<file path="config.mk">
export PLATFORM = sky130hd
export DESIGN_NAME = cxw_transceiver_ctrl
export DESIGN_NICKNAME = d
export VERILOG_FILES = /design/src/rtl/cxw_pkg.sv /design/src/rtl/cxw_transceiver_ctrl.sv
export SDC_FILE = /design/constraint.sdc
export NUM_CORES = 1
export LEC_CHECK = 0
export BUFFER_PORTS_ARGS = -buffer_cell sky130_fd_sc_hd__buf_2
export CORE_MARGIN = 5
export CORE_UTILIZATION = 55
export CTS_CLUSTER_SIZE = 40
export DETAILED_ROUTE_END_ITERATION = 10
export PLACE_DENSITY = 0.85
export SYNTH_ARGS = -nofsm -noshare
export SYNTH_HDL_FRONTEND = slang
export SYNTH_SLANG_ARGS = --single-unit
export TNS_END_PERCENT = 100
</file>
<file path="constraint.sdc">
create_clock -name i_core_clk -period 5.74 [get_ports i_core_clk]
set_input_delay 0.287 -clock i_core_clk [delete_from_list [all_inputs] [get_ports i_core_clk]]
set_output_delay 0.287 -clock i_core_clk [all_outputs]
set_load 0.03 [all_outputs]
</file>
<file path="src/rtl/cxw_pkg.sv">
// Constants, register map and carrier types for the CAN transceiver control block
package cxw_pkg;
  // ----------------------------------------------------------------
  // Clock and timing
  // ----------------------------------------------------------------
  localparam int unsigned CLK_PERIOD_NS = 50;
  localparam int unsigned WAKE_FILT_MIN_NS = 750;
  localparam int unsigned WAKE_FILT_CYC = (WAKE_FILT_MIN_NS + CLK_PERIOD_NS - 1) / CLK_PERIOD_NS;
  localparam int unsigned CLAMP_DET_MIN_MS = 4;
  localparam int unsigned CLAMP_DET_CYC = (CLAMP_DET_MIN_MS * 1000000 + CLK_PERIOD_NS - 1) / CLK_PERIOD_NS;
  localparam int unsigned TX_DOM_MIN_MS = 4;
  localparam int unsigned TX_DOM_CYC = (TX_DOM_MIN_MS * 1000000 + CLK_PERIOD_NS - 1) / CLK_PERIOD_NS;

  // ----------------------------------------------------------------
  // Register bus
  // ----------------------------------------------------------------
  localparam int unsigned ADDR_W = 8;
  localparam int unsigned DATA_W = 32;
  localparam logic [ADDR_W-1:0] ADDR_COMMAND_REG_FIRST = 8'h00;
  localparam logic [ADDR_W-1:0] ADDR_OPERATING_STATUS_FIRST = 8'h04;
  localparam logic [ADDR_W-1:0] ADDR_COMM_DIAGNOSIS_REG = 8'h08;
  localparam logic [ADDR_W-1:0] ADDR_MODE_CONFIG = 8'h0c;

  // Field positions
  localparam int unsigned CMD_WAKE_CLEAR_BIT = 0;
  localparam int unsigned ST_WAKE_FLAG_BIT = 0;
  localparam int unsigned ST_WAKE_EN_BIT = 1;
  localparam int unsigned ST_SLEEP_BIT = 2;
  localparam int unsigned ST_SUPPLY_BIT = 3;
  localparam int unsigned DG_BUS_CLAMP_BIT = 0;
  localparam int unsigned DG_TX_TIMEOUT_BIT = 1;
  localparam int unsigned DG_OVERTEMP_BIT = 2;
  localparam int unsigned CFG_RX_ONLY_BIT = 0;

  // Reset values
  localparam logic CFG_RX_ONLY_RST = 1'h0;
  localparam logic [DATA_W-1:0] RDATA_ZERO = 32'h0000_0000;

  // ----------------------------------------------------------------
  // Types
  // ----------------------------------------------------------------
  typedef struct packed {
    logic xcvr_overtemp_flag;
    logic tx_timeout_flag;
    logic bus_clamp_flag;
  } cxw_diag_t;

  typedef struct packed {
    logic [ADDR_W-1:0] addr;
    logic [DATA_W-1:0] wdata;
    logic wr;
    logic rd;
  } cxw_bus_req_t;

  typedef enum logic [1:0] {
    WK_OFF,
    WK_WAIT_REC,
    WK_WAIT_DOM,
    WK_FILTER
  } cxw_wk_state_t;
endpackage

</file>
<file path="src/rtl/cxw_transceiver_ctrl.sv">
// Digital control of a high-speed CAN transceiver: modes, remote wake, diagnosis flags
//
// Functional notes
// Receive-only mode: driver disabled, transmit input ignored, nothing reaches bus.
// Receive-only mode: receiver stays active and reports bus state.
// Failure detection keeps running in receive-only mode as in normal mode.
// Unpowered: no driving, receiver network disconnected, bus lines high impedance.
// Wake detection enabled when wake strap is tied to standby supply.
// Wake strap tied to ground disables wake detection completely.
// In sleep, recessive then dominant longer than filter time sets wake flag.
// Writing 1 to wake-clear bit of first command register clears wake flag.
// Wake flag is readable in first operating-status register.
// After clear, only a fresh recessive-to-dominant transition wakes again.
// Bus held dominant by a fault sets the bus-clamp flag.
// Transmit input stuck dominant too long sets transmit time-out flag.
// Overtemperature condition sets the transceiver overtemperature flag.
// Failure detection changes only diagnosis flags, never configuration or mode.
// Normal mode: driver forwards transmit input, receiver reports bus state.
// Wake filter time lies between 0.75 and 5 microseconds.
// Bus-clamp flag rises only after 4 to 7 ms of dominant bus.
// Time-out flag rises only after 4 to 7 ms of dominant transmit input.
// Diagnosis flags stay set until software clears them.
// Mode comes from a configuration setting that steers the driver enable.
`timescale 1ns/1ps
module cxw_transceiver_ctrl
  import cxw_pkg::*;
#(
  parameter int unsigned CLAMP_CYC = CLAMP_DET_CYC,
  parameter int unsigned TX_TO_CYC = TX_DOM_CYC
)
(
  input wire logic i_core_clk,
  input wire logic i_rst,
  input wire logic [ADDR_W-1:0] i_addr,
  input wire logic [DATA_W-1:0] i_wdata,
  input wire logic i_wr,
  input wire logic i_rd,
  output logic [DATA_W-1:0] o_rdata,
  input wire logic i_tx_data_in,
  output logic o_rx_data_out,
  input wire logic i_bus_level,
  output logic o_bus_dominant,
  output logic o_bus_drv_oe_n,
  output logic o_rx_network_en,
  input wire logic i_wake_enable_strap,
  input wire logic i_supply_ok,
  input wire logic i_overtemp,
  input wire logic i_ecu_sleep,
  output logic o_bus_wake_flag
);
  localparam int unsigned CL_W = $clog2(CLAMP_CYC + 1);
  localparam int unsigned TX_W = $clog2(TX_TO_CYC + 1);
  localparam int unsigned WK_W = $clog2(WAKE_FILT_CYC + 1);
  localparam logic [CL_W-1:0] CL_LAST = CL_W'(CLAMP_CYC - 1);
  localparam logic [CL_W-1:0] CL_SAT = CL_W'(CLAMP_CYC);
  localparam logic [TX_W-1:0] TX_LAST = TX_W'(TX_TO_CYC - 1);
  localparam logic [TX_W-1:0] TX_SAT = TX_W'(TX_TO_CYC);
  localparam logic [WK_W-1:0] WK_LAST = WK_W'(WAKE_FILT_CYC - 1);

  // ----------------------------------------------------------------
  // Input synchronisers
  // ----------------------------------------------------------------
  logic [4:0] sync_a;
  logic [4:0] sync_b;
  logic tx_dom_s;
  logic bus_dom_s;
  logic strap_s;
  logic supply_s;
  logic ot_s;

  // Pins are asynchronous; only sync_b is read by logic
  always_ff @(posedge i_core_clk)
  begin
    if (i_rst)
    begin
      sync_a <= 5'h0b;
      sync_b <= 5'h0b;
    end
    else
    begin
      sync_a <= {i_overtemp, i_supply_ok, i_wake_enable_strap, i_bus_level, i_tx_data_in};
      sync_b <= sync_a;
    end
  end

  // Low level on the transmit input and on the bus means dominant
  assign tx_dom_s = ~sync_b[0];
  assign bus_dom_s = ~sync_b[1];
  assign strap_s = sync_b[2];
  assign supply_s = sync_b[3];
  assign ot_s = sync_b[4];

  // ----------------------------------------------------------------
  // Register bus
  // ----------------------------------------------------------------
  cxw_bus_req_t req;
  cxw_diag_t diag;
  cxw_diag_t diag_set;
  cxw_diag_t diag_clr;
  logic cfg_rx_only;
  logic wake_flag;
  logic wake_set;
  logic wake_clr;
  logic cfg_wr;

  assign req = '{addr: i_addr, wdata: i_wdata, wr: i_wr, rd: i_rd};
  assign cfg_wr = req.wr && (req.addr == ADDR_MODE_CONFIG);
  assign wake_clr = req.wr && (req.addr == ADDR_COMMAND_REG_FIRST) && req.wdata[CMD_WAKE_CLEAR_BIT];
  assign diag_clr = (req.wr && (req.addr == ADDR_COMM_DIAGNOSIS_REG))
    ? cxw_diag_t'({req.wdata[DG_OVERTEMP_BIT], req.wdata[DG_TX_TIMEOUT_BIT], req.wdata[DG_BUS_CLAMP_BIT]})
    : cxw_diag_t'(3'h0);

  // Only software writes move the mode; detection logic has no path here
  always_ff @(posedge i_core_clk)
  begin
    if (i_rst)
      cfg_rx_only <= CFG_RX_ONLY_RST;
    else if (cfg_wr)
      cfg_rx_only <= req.wdata[CFG_RX_ONLY_BIT];
  end

  always_ff @(posedge i_core_clk)
  begin
    if (i_rst)
      o_rdata <= RDATA_ZERO;
    else if (req.rd)
    begin
      o_rdata <= RDATA_ZERO;
      unique case (req.addr)
        ADDR_OPERATING_STATUS_FIRST:
        begin
          o_rdata[ST_WAKE_FLAG_BIT] <= wake_flag;
          o_rdata[ST_WAKE_EN_BIT] <= strap_s;
          o_rdata[ST_SLEEP_BIT] <= i_ecu_sleep;
          o_rdata[ST_SUPPLY_BIT] <= supply_s;
        end
        ADDR_COMM_DIAGNOSIS_REG:
        begin
          o_rdata[DG_BUS_CLAMP_BIT] <= diag.bus_clamp_flag;
          o_rdata[DG_TX_TIMEOUT_BIT] <= diag.tx_timeout_flag;
          o_rdata[DG_OVERTEMP_BIT] <= diag.xcvr_overtemp_flag;
        end
        ADDR_MODE_CONFIG:
          o_rdata[CFG_RX_ONLY_BIT] <= cfg_rx_only;
        default:
          o_rdata <= RDATA_ZERO;
      endcase
    end
    else
      o_rdata <= RDATA_ZERO;
  end

  // ----------------------------------------------------------------
  // Driver and receiver path
  // ----------------------------------------------------------------
  logic drv_active;

  assign drv_active = supply_s && !cfg_rx_only;

  always_ff @(posedge i_core_clk)
  begin
    if (i_rst)
    begin
      o_bus_drv_oe_n <= 1'h1;
      o_bus_dominant <= 1'h0;
      o_rx_network_en <= 1'h0;
      o_rx_data_out <= 1'h1;
    end
    else
    begin
      o_bus_drv_oe_n <= !drv_active;
      o_bus_dominant <= drv_active && tx_dom_s;
      o_rx_network_en <= supply_s;
      o_rx_data_out <= supply_s ? !bus_dom_s : 1'h1;
    end
  end

  // ----------------------------------------------------------------
  // Diagnosis
  // ----------------------------------------------------------------
  logic [CL_W-1:0] clamp_cnt;
  logic [TX_W-1:0] txd_cnt;
  logic detect_on;

  // Same detection in both modes; sleep or no supply stops clamp and time-out detection, overtemperature only stops without supply
  assign detect_on = supply_s && !i_ecu_sleep;

  always_ff @(posedge i_core_clk)
  begin
    if (i_rst || !detect_on || !bus_dom_s)
      clamp_cnt <= '0;
    else if (clamp_cnt != CL_SAT)
      clamp_cnt <= clamp_cnt + 1'b1;
  end

  always_ff @(posedge i_core_clk)
  begin
    if (i_rst || !detect_on || !tx_dom_s)
      txd_cnt <= '0;
    else if (txd_cnt != TX_SAT)
      txd_cnt <= txd_cnt + 1'b1;
  end

  assign diag_set.bus_clamp_flag = detect_on && bus_dom_s && (clamp_cnt == CL_LAST);
  assign diag_set.tx_timeout_flag = detect_on && tx_dom_s && (txd_cnt == TX_LAST);
  assign diag_set.xcvr_overtemp_flag = supply_s && ot_s;

  // Sticky; a set in the clearing cycle wins so no event is lost
  always_ff @(posedge i_core_clk)
  begin
    if (i_rst)
      diag <= cxw_diag_t'(3'h0);
    else
      diag <= diag_set | (diag & ~diag_clr);
  end

  // ----------------------------------------------------------------
  // Remote wake
  // ----------------------------------------------------------------
  cxw_wk_state_t wk_state;
  cxw_wk_state_t next_wk_state;
  logic [WK_W-1:0] wk_cnt;

  // Arming only from recessive means a clamped bus cannot wake again
  always_comb
  begin
    next_wk_state = wk_state;
    unique case (wk_state)
      WK_OFF:
        next_wk_state = WK_WAIT_REC;
      WK_WAIT_REC:
        if (!bus_dom_s)
          next_wk_state = WK_WAIT_DOM;
      WK_WAIT_DOM:
        if (bus_dom_s)
          next_wk_state = WK_FILTER;
      WK_FILTER:
        if (!bus_dom_s)
          next_wk_state = WK_WAIT_DOM;
        else if (wk_cnt == WK_LAST)
          next_wk_state = WK_WAIT_REC;
    endcase
    if (!strap_s || !i_ecu_sleep)
      next_wk_state = WK_OFF;
  end

  always_ff @(posedge i_core_clk)
  begin
    if (i_rst)
      wk_state <= WK_OFF;
    else
      wk_state <= next_wk_state;
  end

  always_ff @(posedge i_core_clk)
  begin
    if (i_rst || wk_state != WK_FILTER || !bus_dom_s)
      wk_cnt <= '0;
    else
      wk_cnt <= wk_cnt + 1'b1;
  end

  assign wake_set = strap_s && i_ecu_sleep && (wk_state == WK_FILTER) && bus_dom_s && (wk_cnt == WK_LAST);

  always_ff @(posedge i_core_clk)
  begin
    if (i_rst)
      wake_flag <= 1'h0;
    else if (wake_set)
      wake_flag <= 1'h1;
    else if (wake_clr)
      wake_flag <= 1'h0;
  end

  always_ff @(posedge i_core_clk)
  begin
    if (i_rst)
      o_bus_wake_flag <= 1'h0;
    else
      o_bus_wake_flag <= wake_set || (wake_flag && !wake_clr);
  end
endmodule // cxw_transceiver_ctrl

</file>
==> flow_summary.ini, run 1 <==
[outcome]
outcome = complete, no violations

[placed_design]
gp_congestion = 0.7831
dp_hpwl_um = 3787
io_buffers = 29
place_area_um2 = 2973

[worst_setup_path]
required_ns = 6.00
r2r_cells = 5
worstSetupPathType = flip-flop to flip-flop
worst-path-stages = 5
max_stage_delay_ns = 0.54
cp_slowest_cell = or4b_4
cp_data_arrival_time_ns = 2.36
startpoint = clamp_cnt[0]
path_cells = ha_1 > and3_1 > or4b_4 > or3_1 > a21oi_1
crit_path_max_fanout = 6
crit_family = simple AND/OR/NAND/NOR gates
crit_path_start_kind = flip-flop
reg2reg_from = clamp_cnt[0]
cp_num_buf_inv = 0
worst_setup_path_end_kind = flip-flop

[pwr]
combinationalPowerShare_pct = 5.3
switchingPower_w = 0.0002032
internal_power_w = 0.0007257
p_per_area_nw_per_um2 = 290.9
p_clk_share_pct = 46.0
ir_drop_mv = 0.2506
netSwitchingFraction_pct = 21.87
seq_power_share_pct = 48.7
p_leak_nw = 1.173

[synthesis]
synth_edf_count = 0
avgSynthCellArea_um2 = 8.866
synth_cells = 326
synth_area_leader_cell = dfxtp_1
synth_ff_type = dfxtp_1
ys_top_cells_by_area = dfxtp_1, buf_4, nor2_1
yosysSeqAreaShare_pct = 44.33
synth_cell_type_count = 39
synthDominantCellAreaShare_pct = 44.33
synth_seq_cells = 64
async_reset_ff_share_pct = 0
yosysWarnings = 0
synth_area_um2 = 2890

[final_layout]
post-route-util_pct = 62.52
fill_cells = 442
syn_to_final_growth_pct = 10.48
design_area_um2 = 3193
antenna_cells = 0
drive_above_1_share_pct = 18.01
fin_nets = 413

[clock_network]
cts.clk_slew.worst_paths_ns = 0.06
cts_setup_buffers = 0
hold_buffers = 0
cts_made_buffers = 9
cts_root_buf = clkbuf_8
cts_tree = done
cts.htree.levels = 3
clock_sinks = 64
post_cts_resize_count = 0
cts_buffer_depth = 2
clk_latency_ns = 0.34

[timing]
clock_skew_ns = 0.009640
post-route-period-util_pct = 36.64
finalSetupTns_ns = 0
slew_violations = 0
setup_violations = 0
rsz0062_at_grt = false
fmax_mhz = 475.5
worst_hold_slack_ns = 0.1354
fin_crit_ns = 2.103
final-hold-violation-count = 0
slew_headroom_pct = 55.27
tightest_slew_ns = 0.6648

[detailed_routing]
viasPerCell = 5.104
dr.pass1.iters = 4
wire_per_inst_um = 11.93
vias = 2200
antenna_left = 0
wl_um = 5142
drt_iter0_markers = 114
drc = 0

[worst_hold_path]
worstHoldStart = i_tx_data_in
hold_path_depth = 2
hold_path.class = input port to flip-flop

[grt]
use_met3_pct = 5.206
grt_pass1_vias = 1915
grt_antenna_before_repair = 0
grt_use_total_pct = 16.20
grt.met2_usage_pct = 25.80
grt_max_degree = 20
use_met1_pct = 19.53
grt_overflow = 0
grt_busiest_layer = met2
grt_pass1_wl_um = 8176

[floorplanning]
start_util_pct = 56.59
fp.dieW_um = 82.49
core_area_um2 = 5107
die_h_um = 82.49
die-area_um2 = 6805
ios = 87
row_count = 26

[run]
cap_violations = 0
cell families after synthesis:
logic type,synth area share [%]
buffers and inverters,10.26
other,0.1297
DFF,44.33
xor gates and xnor gates,6.061
muxes,0.3896
adders and majority gates,2.597
and+or+nand+nor,26.93
AOI/OAI and AO/OA,9.307
worst paths after layout:
path | endpoint | slack [ns]
worst min register to register | sync_b[3] | 0.41
worst min-delay path | sync_a[0] | 0.14
worst max-delay path | clamp_cnt[16] | 3.64
worst max register to register | clamp_cnt[16] | 3.64
synthesized netlist by cell type, types with 9 or more instances:
| cell | instances |
|---|---|
| nand3_1 | 16 |
| xor2_1 | 9 |
| buf_4 | 28 |
| nor3_1 | 18 |
| nor2_1 | 39 |
| nand4_1 | 12 |
| xnor2_1 | 11 |
| dfxtp_1 | 64 |
| o21ai_0 | 9 |
| a21oi_1 | 12 |
| nand2_1 | 13 |
| inv_1 | 12 |
stage by stage:
step	cells	total power, W	setup WS [ns]
after detailed placement	416	0.0005108	3.684
after global routing	431	0.0009608	3.571
final	431	0.0009288	3.637
after CTS	431	0.0009352	3.654
after global placement	416	0.0005098	3.692
after floorplan	353	0.0005137	3.903
layout by cell type (no fill, tap or decap), types with 2 or more instances in the layout:
| master | instances |
|---|---|
| dfxtp_1 | 64 |
| nor2_1 | 39 |
| buf_2 | 29 |
| conb_1 | 28 |
| nor3_1 | 18 |
| nand3_1 | 16 |
| nand2_1 | 13 |
| inv_1 | 12 |
| nand4_1 | 12 |
| a21oi_1 | 12 |
| xnor2_1 | 11 |
| clkbuf_8 | 11 |
| o21ai_0 | 9 |
| xor2_1 | 9 |
| nor2b_1 | 7 |
| and3_1 | 7 |
| a31o_2 | 7 |
| o21a_1 | 7 |
| or2_2 | 6 |
| or3_1 | 6 |
| ha_1 | 6 |
| nor4_1 | 5 |
| a22oi_1 | 4 |
| nor4b_1 | 3 |
| nand3_2 | 2 |
| nand2b_1 | 2 |
| a32o_1 | 2 |
| bufinv_16 | 2 |
power groups by stage:
stage	clock network [W]	logic, W	registers [W]
finish	0.000427	0.0000494	0.000452
global route	0.000455	0.0000534	0.000452
CTS	0.000434	0.0000489	0.000452
detailed placement	0	0.0000488	0.000462
global placement	0	0.0000483	0.000462
floorplan	0	0.0000498	0.000464
worst reg2reg max path, stage by stage, from the launching register on:
cell,delay (ns)
dfxtp_1,0.42
ha_1,0.22
and3_1,0.32
or4b_4,0.54
or3_1,0.36
a21oi_1,0.16
registers in the layout, indices dropped and copies added, names as in the netlist, 2 cells and up:
name       flops
sync_b         5
sync_a         5
txd_cnt       17
wk_cnt         4
clamp_cnt     17
diag           3
o_rdata        4
wk_state       2
per-layer routing:
| metal | routed length (um) | vias up |
|---|---|---|
| li1 | - | 1133 |
| met1 | 2272 | 1000 |
| met2 | 2477 | 59 |
| met3 | 298 | 8 |
| met4 | 93 | 0 |
| met5 | 0 | - |
area by class of cell:
class	instances	area [um^2]	share of cell area (%)
timing repair buffer	29	145.1	4.545
sequential	64	1281	40.13
multi-input combinational	241	1414	44.28
clock inverter	3	65.06	2.038
tap	70	87.58	2.743
inverter	12	45.04	1.411
clock buffer	12	155.1	4.859
Power figures use the tool's default switching activity.
==> run 2: changes to the inputs <==
CORE_UTILIZATION = 51   (was 55)
PLACE_DENSITY = 0.79   (was 0.85)
clock period = 2.2 ns   (was 5.74 ns; I/O delays follow)
==> flow_summary.ini, run 2 (synthesis results as in run 1) <==
[timing]
tightest_slew_ns = 0.6679
rsz0062_at_grt = false
post-route-period-util_pct = 89.09
fmax_mhz = 510.2
setup_violations = 0
finalSetupTns_ns = 0
clock_skew_ns = 0.006925
slew_violations = 0
fin_crit_ns = 1.960
worst_hold_slack_ns = 0.03345
final-hold-violation-count = 0
slew_headroom_pct = 54.85

[floorplanning]
fp.dieW_um = 85.28
die_h_um = 85.28
ios = 87
die-area_um2 = 7273
core_area_um2 = 5507
row_count = 27
start_util_pct = 52.49

[final_layout]
antenna_cells = 0
reg_top3 = clamp_cnt (17), txd_cnt (17)
syn_to_final_growth_pct = 12.42
drive_above_1_share_pct = 18.87
fill_cells = 474
final_cell_mix = dfxtp_1, nor2_1, buf_2
fin_nets = 423
layout_commonest_cell = dfxtp_1
post-route-util_pct = 59.01

[clock_network]
clock_sinks = 64
cts_buffer_depth = 2
cts.htree.levels = 3
cts_root_buf = clkbuf_8
post_cts_resize_count = 0
cts_made_buffers = 9
cts_tree = done
clk_latency_ns = 0.33
cts.clk_slew.worst_paths_ns = 0.06

[outcome]
outcome = complete, no violations

[run]
cap_violations = 0

[worst_hold_path]
hold_path.class = input port to flip-flop

[grt]
grt_pass1_vias = 2107
grt_antenna_before_repair = 0
grt_max_degree = 17
grt_pass1_wl_um = 9183
grt_overflow = 0
grt_use_total_pct = 15.59

[pwr]
ir_drop_mv = 0.4501
p_per_area_nw_per_um2 = 695.6
p_leak_nw = 1.205

[worst_setup_path]
crit_path_max_fanout = 6
worstSetupPathType = flip-flop to flip-flop
worst_setup_path_end_kind = flip-flop
crit_path_start_kind = flip-flop
required_ns = 2.45
cp_data_arrival_time_ns = 2.21

[placed_design]
dp_hpwl_um = 3939
io_buffers = 29
gp_congestion = 0.8118

[detailed_routing]
wire_per_inst_um = 12.11
vias = 2264
drc = 0
viasPerCell = 5.111
dr.pass1.iters = 4
wl_um = 5366
drt_iter0_markers = 120
antenna_left = 0
run 2: changes by cell type in the layout (fill, tap and decap cells not counted):
| cell | before | now |
|---|---|---|
| clkbuf_8 | 11 | 10 |
| buf_4 | 0 | 5 |
| dlygate4sd3_1 | 0 | 5 |
| clkinv_2 | 1 | 3 |
| bufinv_16 | 2 | 1 |
run 2: power by group:
group	switching, W	internal (W)	leakage (nW)
registers	0.00000664	0.00117	0.519
logic	0.000103	0.0000363	0.587
clock network	0.000400	0.000542	0.0989
total	0.000509	0.00175	1.20
run 2: area by class of cell:
type	count	area [um^2]	area share (%)
tap	72	90.09	2.772
multi-input combinational	241	1414	43.51
sequential	64	1281	39.43
timing repair buffer	39	232.7	7.162
clock buffer	11	141.4	4.351
clock inverter	4	45.04	1.386
inverter	12	45.04	1.386
run 2: worst paths after layout:
path / slack, ns / from / cells after the start / to
min reg2reg: 0.41 / sync_a[0] / 1 / sync_b[0]
max reg2reg: 0.24 / txd_cnt[0] / 5 / txd_cnt[14]
min: 0.03 / i_rst / 2 / o_rx_network_en
max: 0.24 / txd_cnt[0] / 5 / txd_cnt[14]
run 2: repair_timing:
item	4_1_cts	5_1_grt
hold buffers	5	0
setup buffers	0	0
endpoints found under the hold margin	5	0
run 2: metal layers:
metal | wire length [um] | vias to the layer above | global-route usage [%]
met5 | 0 | - | 0
met4 | 93 | 0 | 7.194
met3 | 319 | 10 | 3.883
met2 | 2636 | 54 | 26.20
met1 | 2316 | 1048 | 18.61
li1 | - | 1152 | -
run 2: per-stage QoR:
step                      instance area, um^2  setup slack, ns  power, W  cells
after floorplan                          2992           0.3629  0.001340    353
after global placement                   3013           0.3021  0.001334    423
after detailed placement                 3013           0.2604  0.001336    423
after CTS                                3249           0.2318  0.002284    443
after global routing                     3249           0.1101  0.002360    443
final                                    3249           0.2399  0.002260    443
run 2: critical path, stage by stage (launching register included):
cell and delay [ns]:
dfxtp_1 0.42, ha_1 0.23, nand3_1 0.16, or4_4 0.59, or3_1 0.36, a21oi_1 0.14
==> run 3: changes to the inputs <==
CORE_UTILIZATION = 30   (was 51)
PLACE_DENSITY = unset   (was 0.79)
==> flow_summary.ini, run 3 (synthesis results as in run 1) <==
[detailed_routing]
wl_um = 5721
vias = 2212
viasPerCell = 4.398
antenna_left = 0
dr.pass1.iters = 4
wire_per_inst_um = 11.37
drc = 0
drt_iter0_markers = 95

[clock_network]
hold_buffers = 5
cts_root_buf = clkbuf_8
cts.htree.levels = 3
cts_setup_buffers = 0
clock_sinks = 64
post_cts_resize_count = 0
cts.clk_slew.worst_paths_ns = 0.07
cts_buffer_depth = 2
cts_tree = done
cts_made_buffers = 9
clk_latency_ns = 0.34

[final_layout]
syn_to_final_growth_pct = 16.84
stdcell_count = 503
post-route-util_pct = 36.20
layout_commonest_cell = dfxtp_1
reg_top3 = clamp_cnt (17), txd_cnt (17)
drive_above_1_share_pct = 19.52
fin_nets = 426
final_cell_mix = dfxtp_1, nor2_1, buf_2
antenna_cells = 0
design_area_um2 = 3377

[grt]
grt_use_total_pct = 10.29
grt_pass1_wl_um = 9377
grt_pass1_vias = 2027
grt_overflow = 0
grt_antenna_before_repair = 0
grt_max_degree = 17

[floorplanning]
fp.dieW_um = 108.2
die-area_um2 = 11700
row_count = 35
core_area_um2 = 9328
start_util_pct = 30.99
die_h_um = 108.2
ios = 87

[pwr]
ir_drop_mv = 0.3713
p_leak_nw = 1.232
p_per_area_nw_per_um2 = 721.5

[timing]
post-route-period-util_pct = 87.28
tightest_slew_ns = 0.6989
fin_crit_ns = 1.920
setup_violations = 0
finalSetupTns_ns = 0
final-hold-violation-count = 0
clock_skew_ns = 0.007365
rsz0062_at_grt = false
slew_violations = 0
slew_headroom_pct = 52.98
fmax_mhz = 520.8

[worst_setup_path]
crit_path_max_fanout = 6
crit_path_start_kind = flip-flop
reg2reg_slack_ns = 0.28
required_ns = 2.47
worst_setup_path_end_kind = flip-flop
worstSetupPathType = flip-flop to flip-flop
cp_data_arrival_time_ns = 2.19

[placed_design]
io_buffers = 29
gp_congestion = 0.7823
dp_hpwl_um = 4311
dpl.cell_count = 483
place_area_um2 = 3107

[worst_hold_path]
hold_path.class = input port to flip-flop

[outcome]
outcome = complete, no violations

[run]
cap_violations = 0
run 3: cell types whose count changed in the layout (fill, tap and decap cells not counted):
| cell | previous run | this run |
|---|---|---|
| clkinv_2 | 3 | 1 |
| clkbuf_8 | 10 | 11 |
| buf_4 | 5 | 8 |
| bufinv_16 | 1 | 2 |
run 3: final timing paths:
path | from | end | cells past startpoint
worst min-delay path | i_rst | o_rx_network_en | 2
worst min register to register | sync_a[1] | sync_b[1] | 1
worst max-delay path | txd_cnt[0] | txd_cnt[16] | 5
worst max register to register | txd_cnt[0] | txd_cnt[16] | 5
run 3: worst max-delay path, cell delays in order, from the launching register on:
cell     delay, ns
dfxtp_1       0.41
ha_1          0.23
nand3_1       0.13
or4_4         0.58
or3_1         0.36
a21oi_1       0.14
run 3: power by group:
group          switching (W)  total [W]  internal (W)  leakage, nW
Clock               0.000426    0.00112      0.000692        0.112
Sequential        0.00000681    0.00118       0.00117        0.519
Combinational       0.000103   0.000139     0.0000365        0.601
run 3: per-stage QoR:
| step | total power [W] | hold WS (ns) | setup slack [ns] |
|---|---|---|---|
| after CTS | 0.002475 | 0.01071 | 0.2658 |
| after global placement | 0.001336 | 0.2933 | 0.3219 |
| after floorplan | 0.001340 | 0.2138 | 0.3629 |
| after global routing | 0.002524 | 0.04074 | 0.1933 |
| final | 0.002436 | 0.02720 | 0.2798 |
| after detailed placement | 0.001338 | 0.2945 | 0.2862 |
run 3: final cells by class:
cell class / count / area [um^2]
fill: 944 / 5951
multi-input combinational: 241 / 1414
sequential: 64 / 1281
timing repair buffer: 42 / 255.2
tap: 129 / 161.4
clock buffer: 12 / 155.1
clock inverter: 3 / 65.06
inverter: 12 / 45.04
run 3: routing by layer:
metal  global-route usage, %  part of all wire (%)
met5                       0                     0
met4                   4.869                   2.0
met3                   3.284                   5.5
met2                   15.76                    46
met1                   13.13                    47
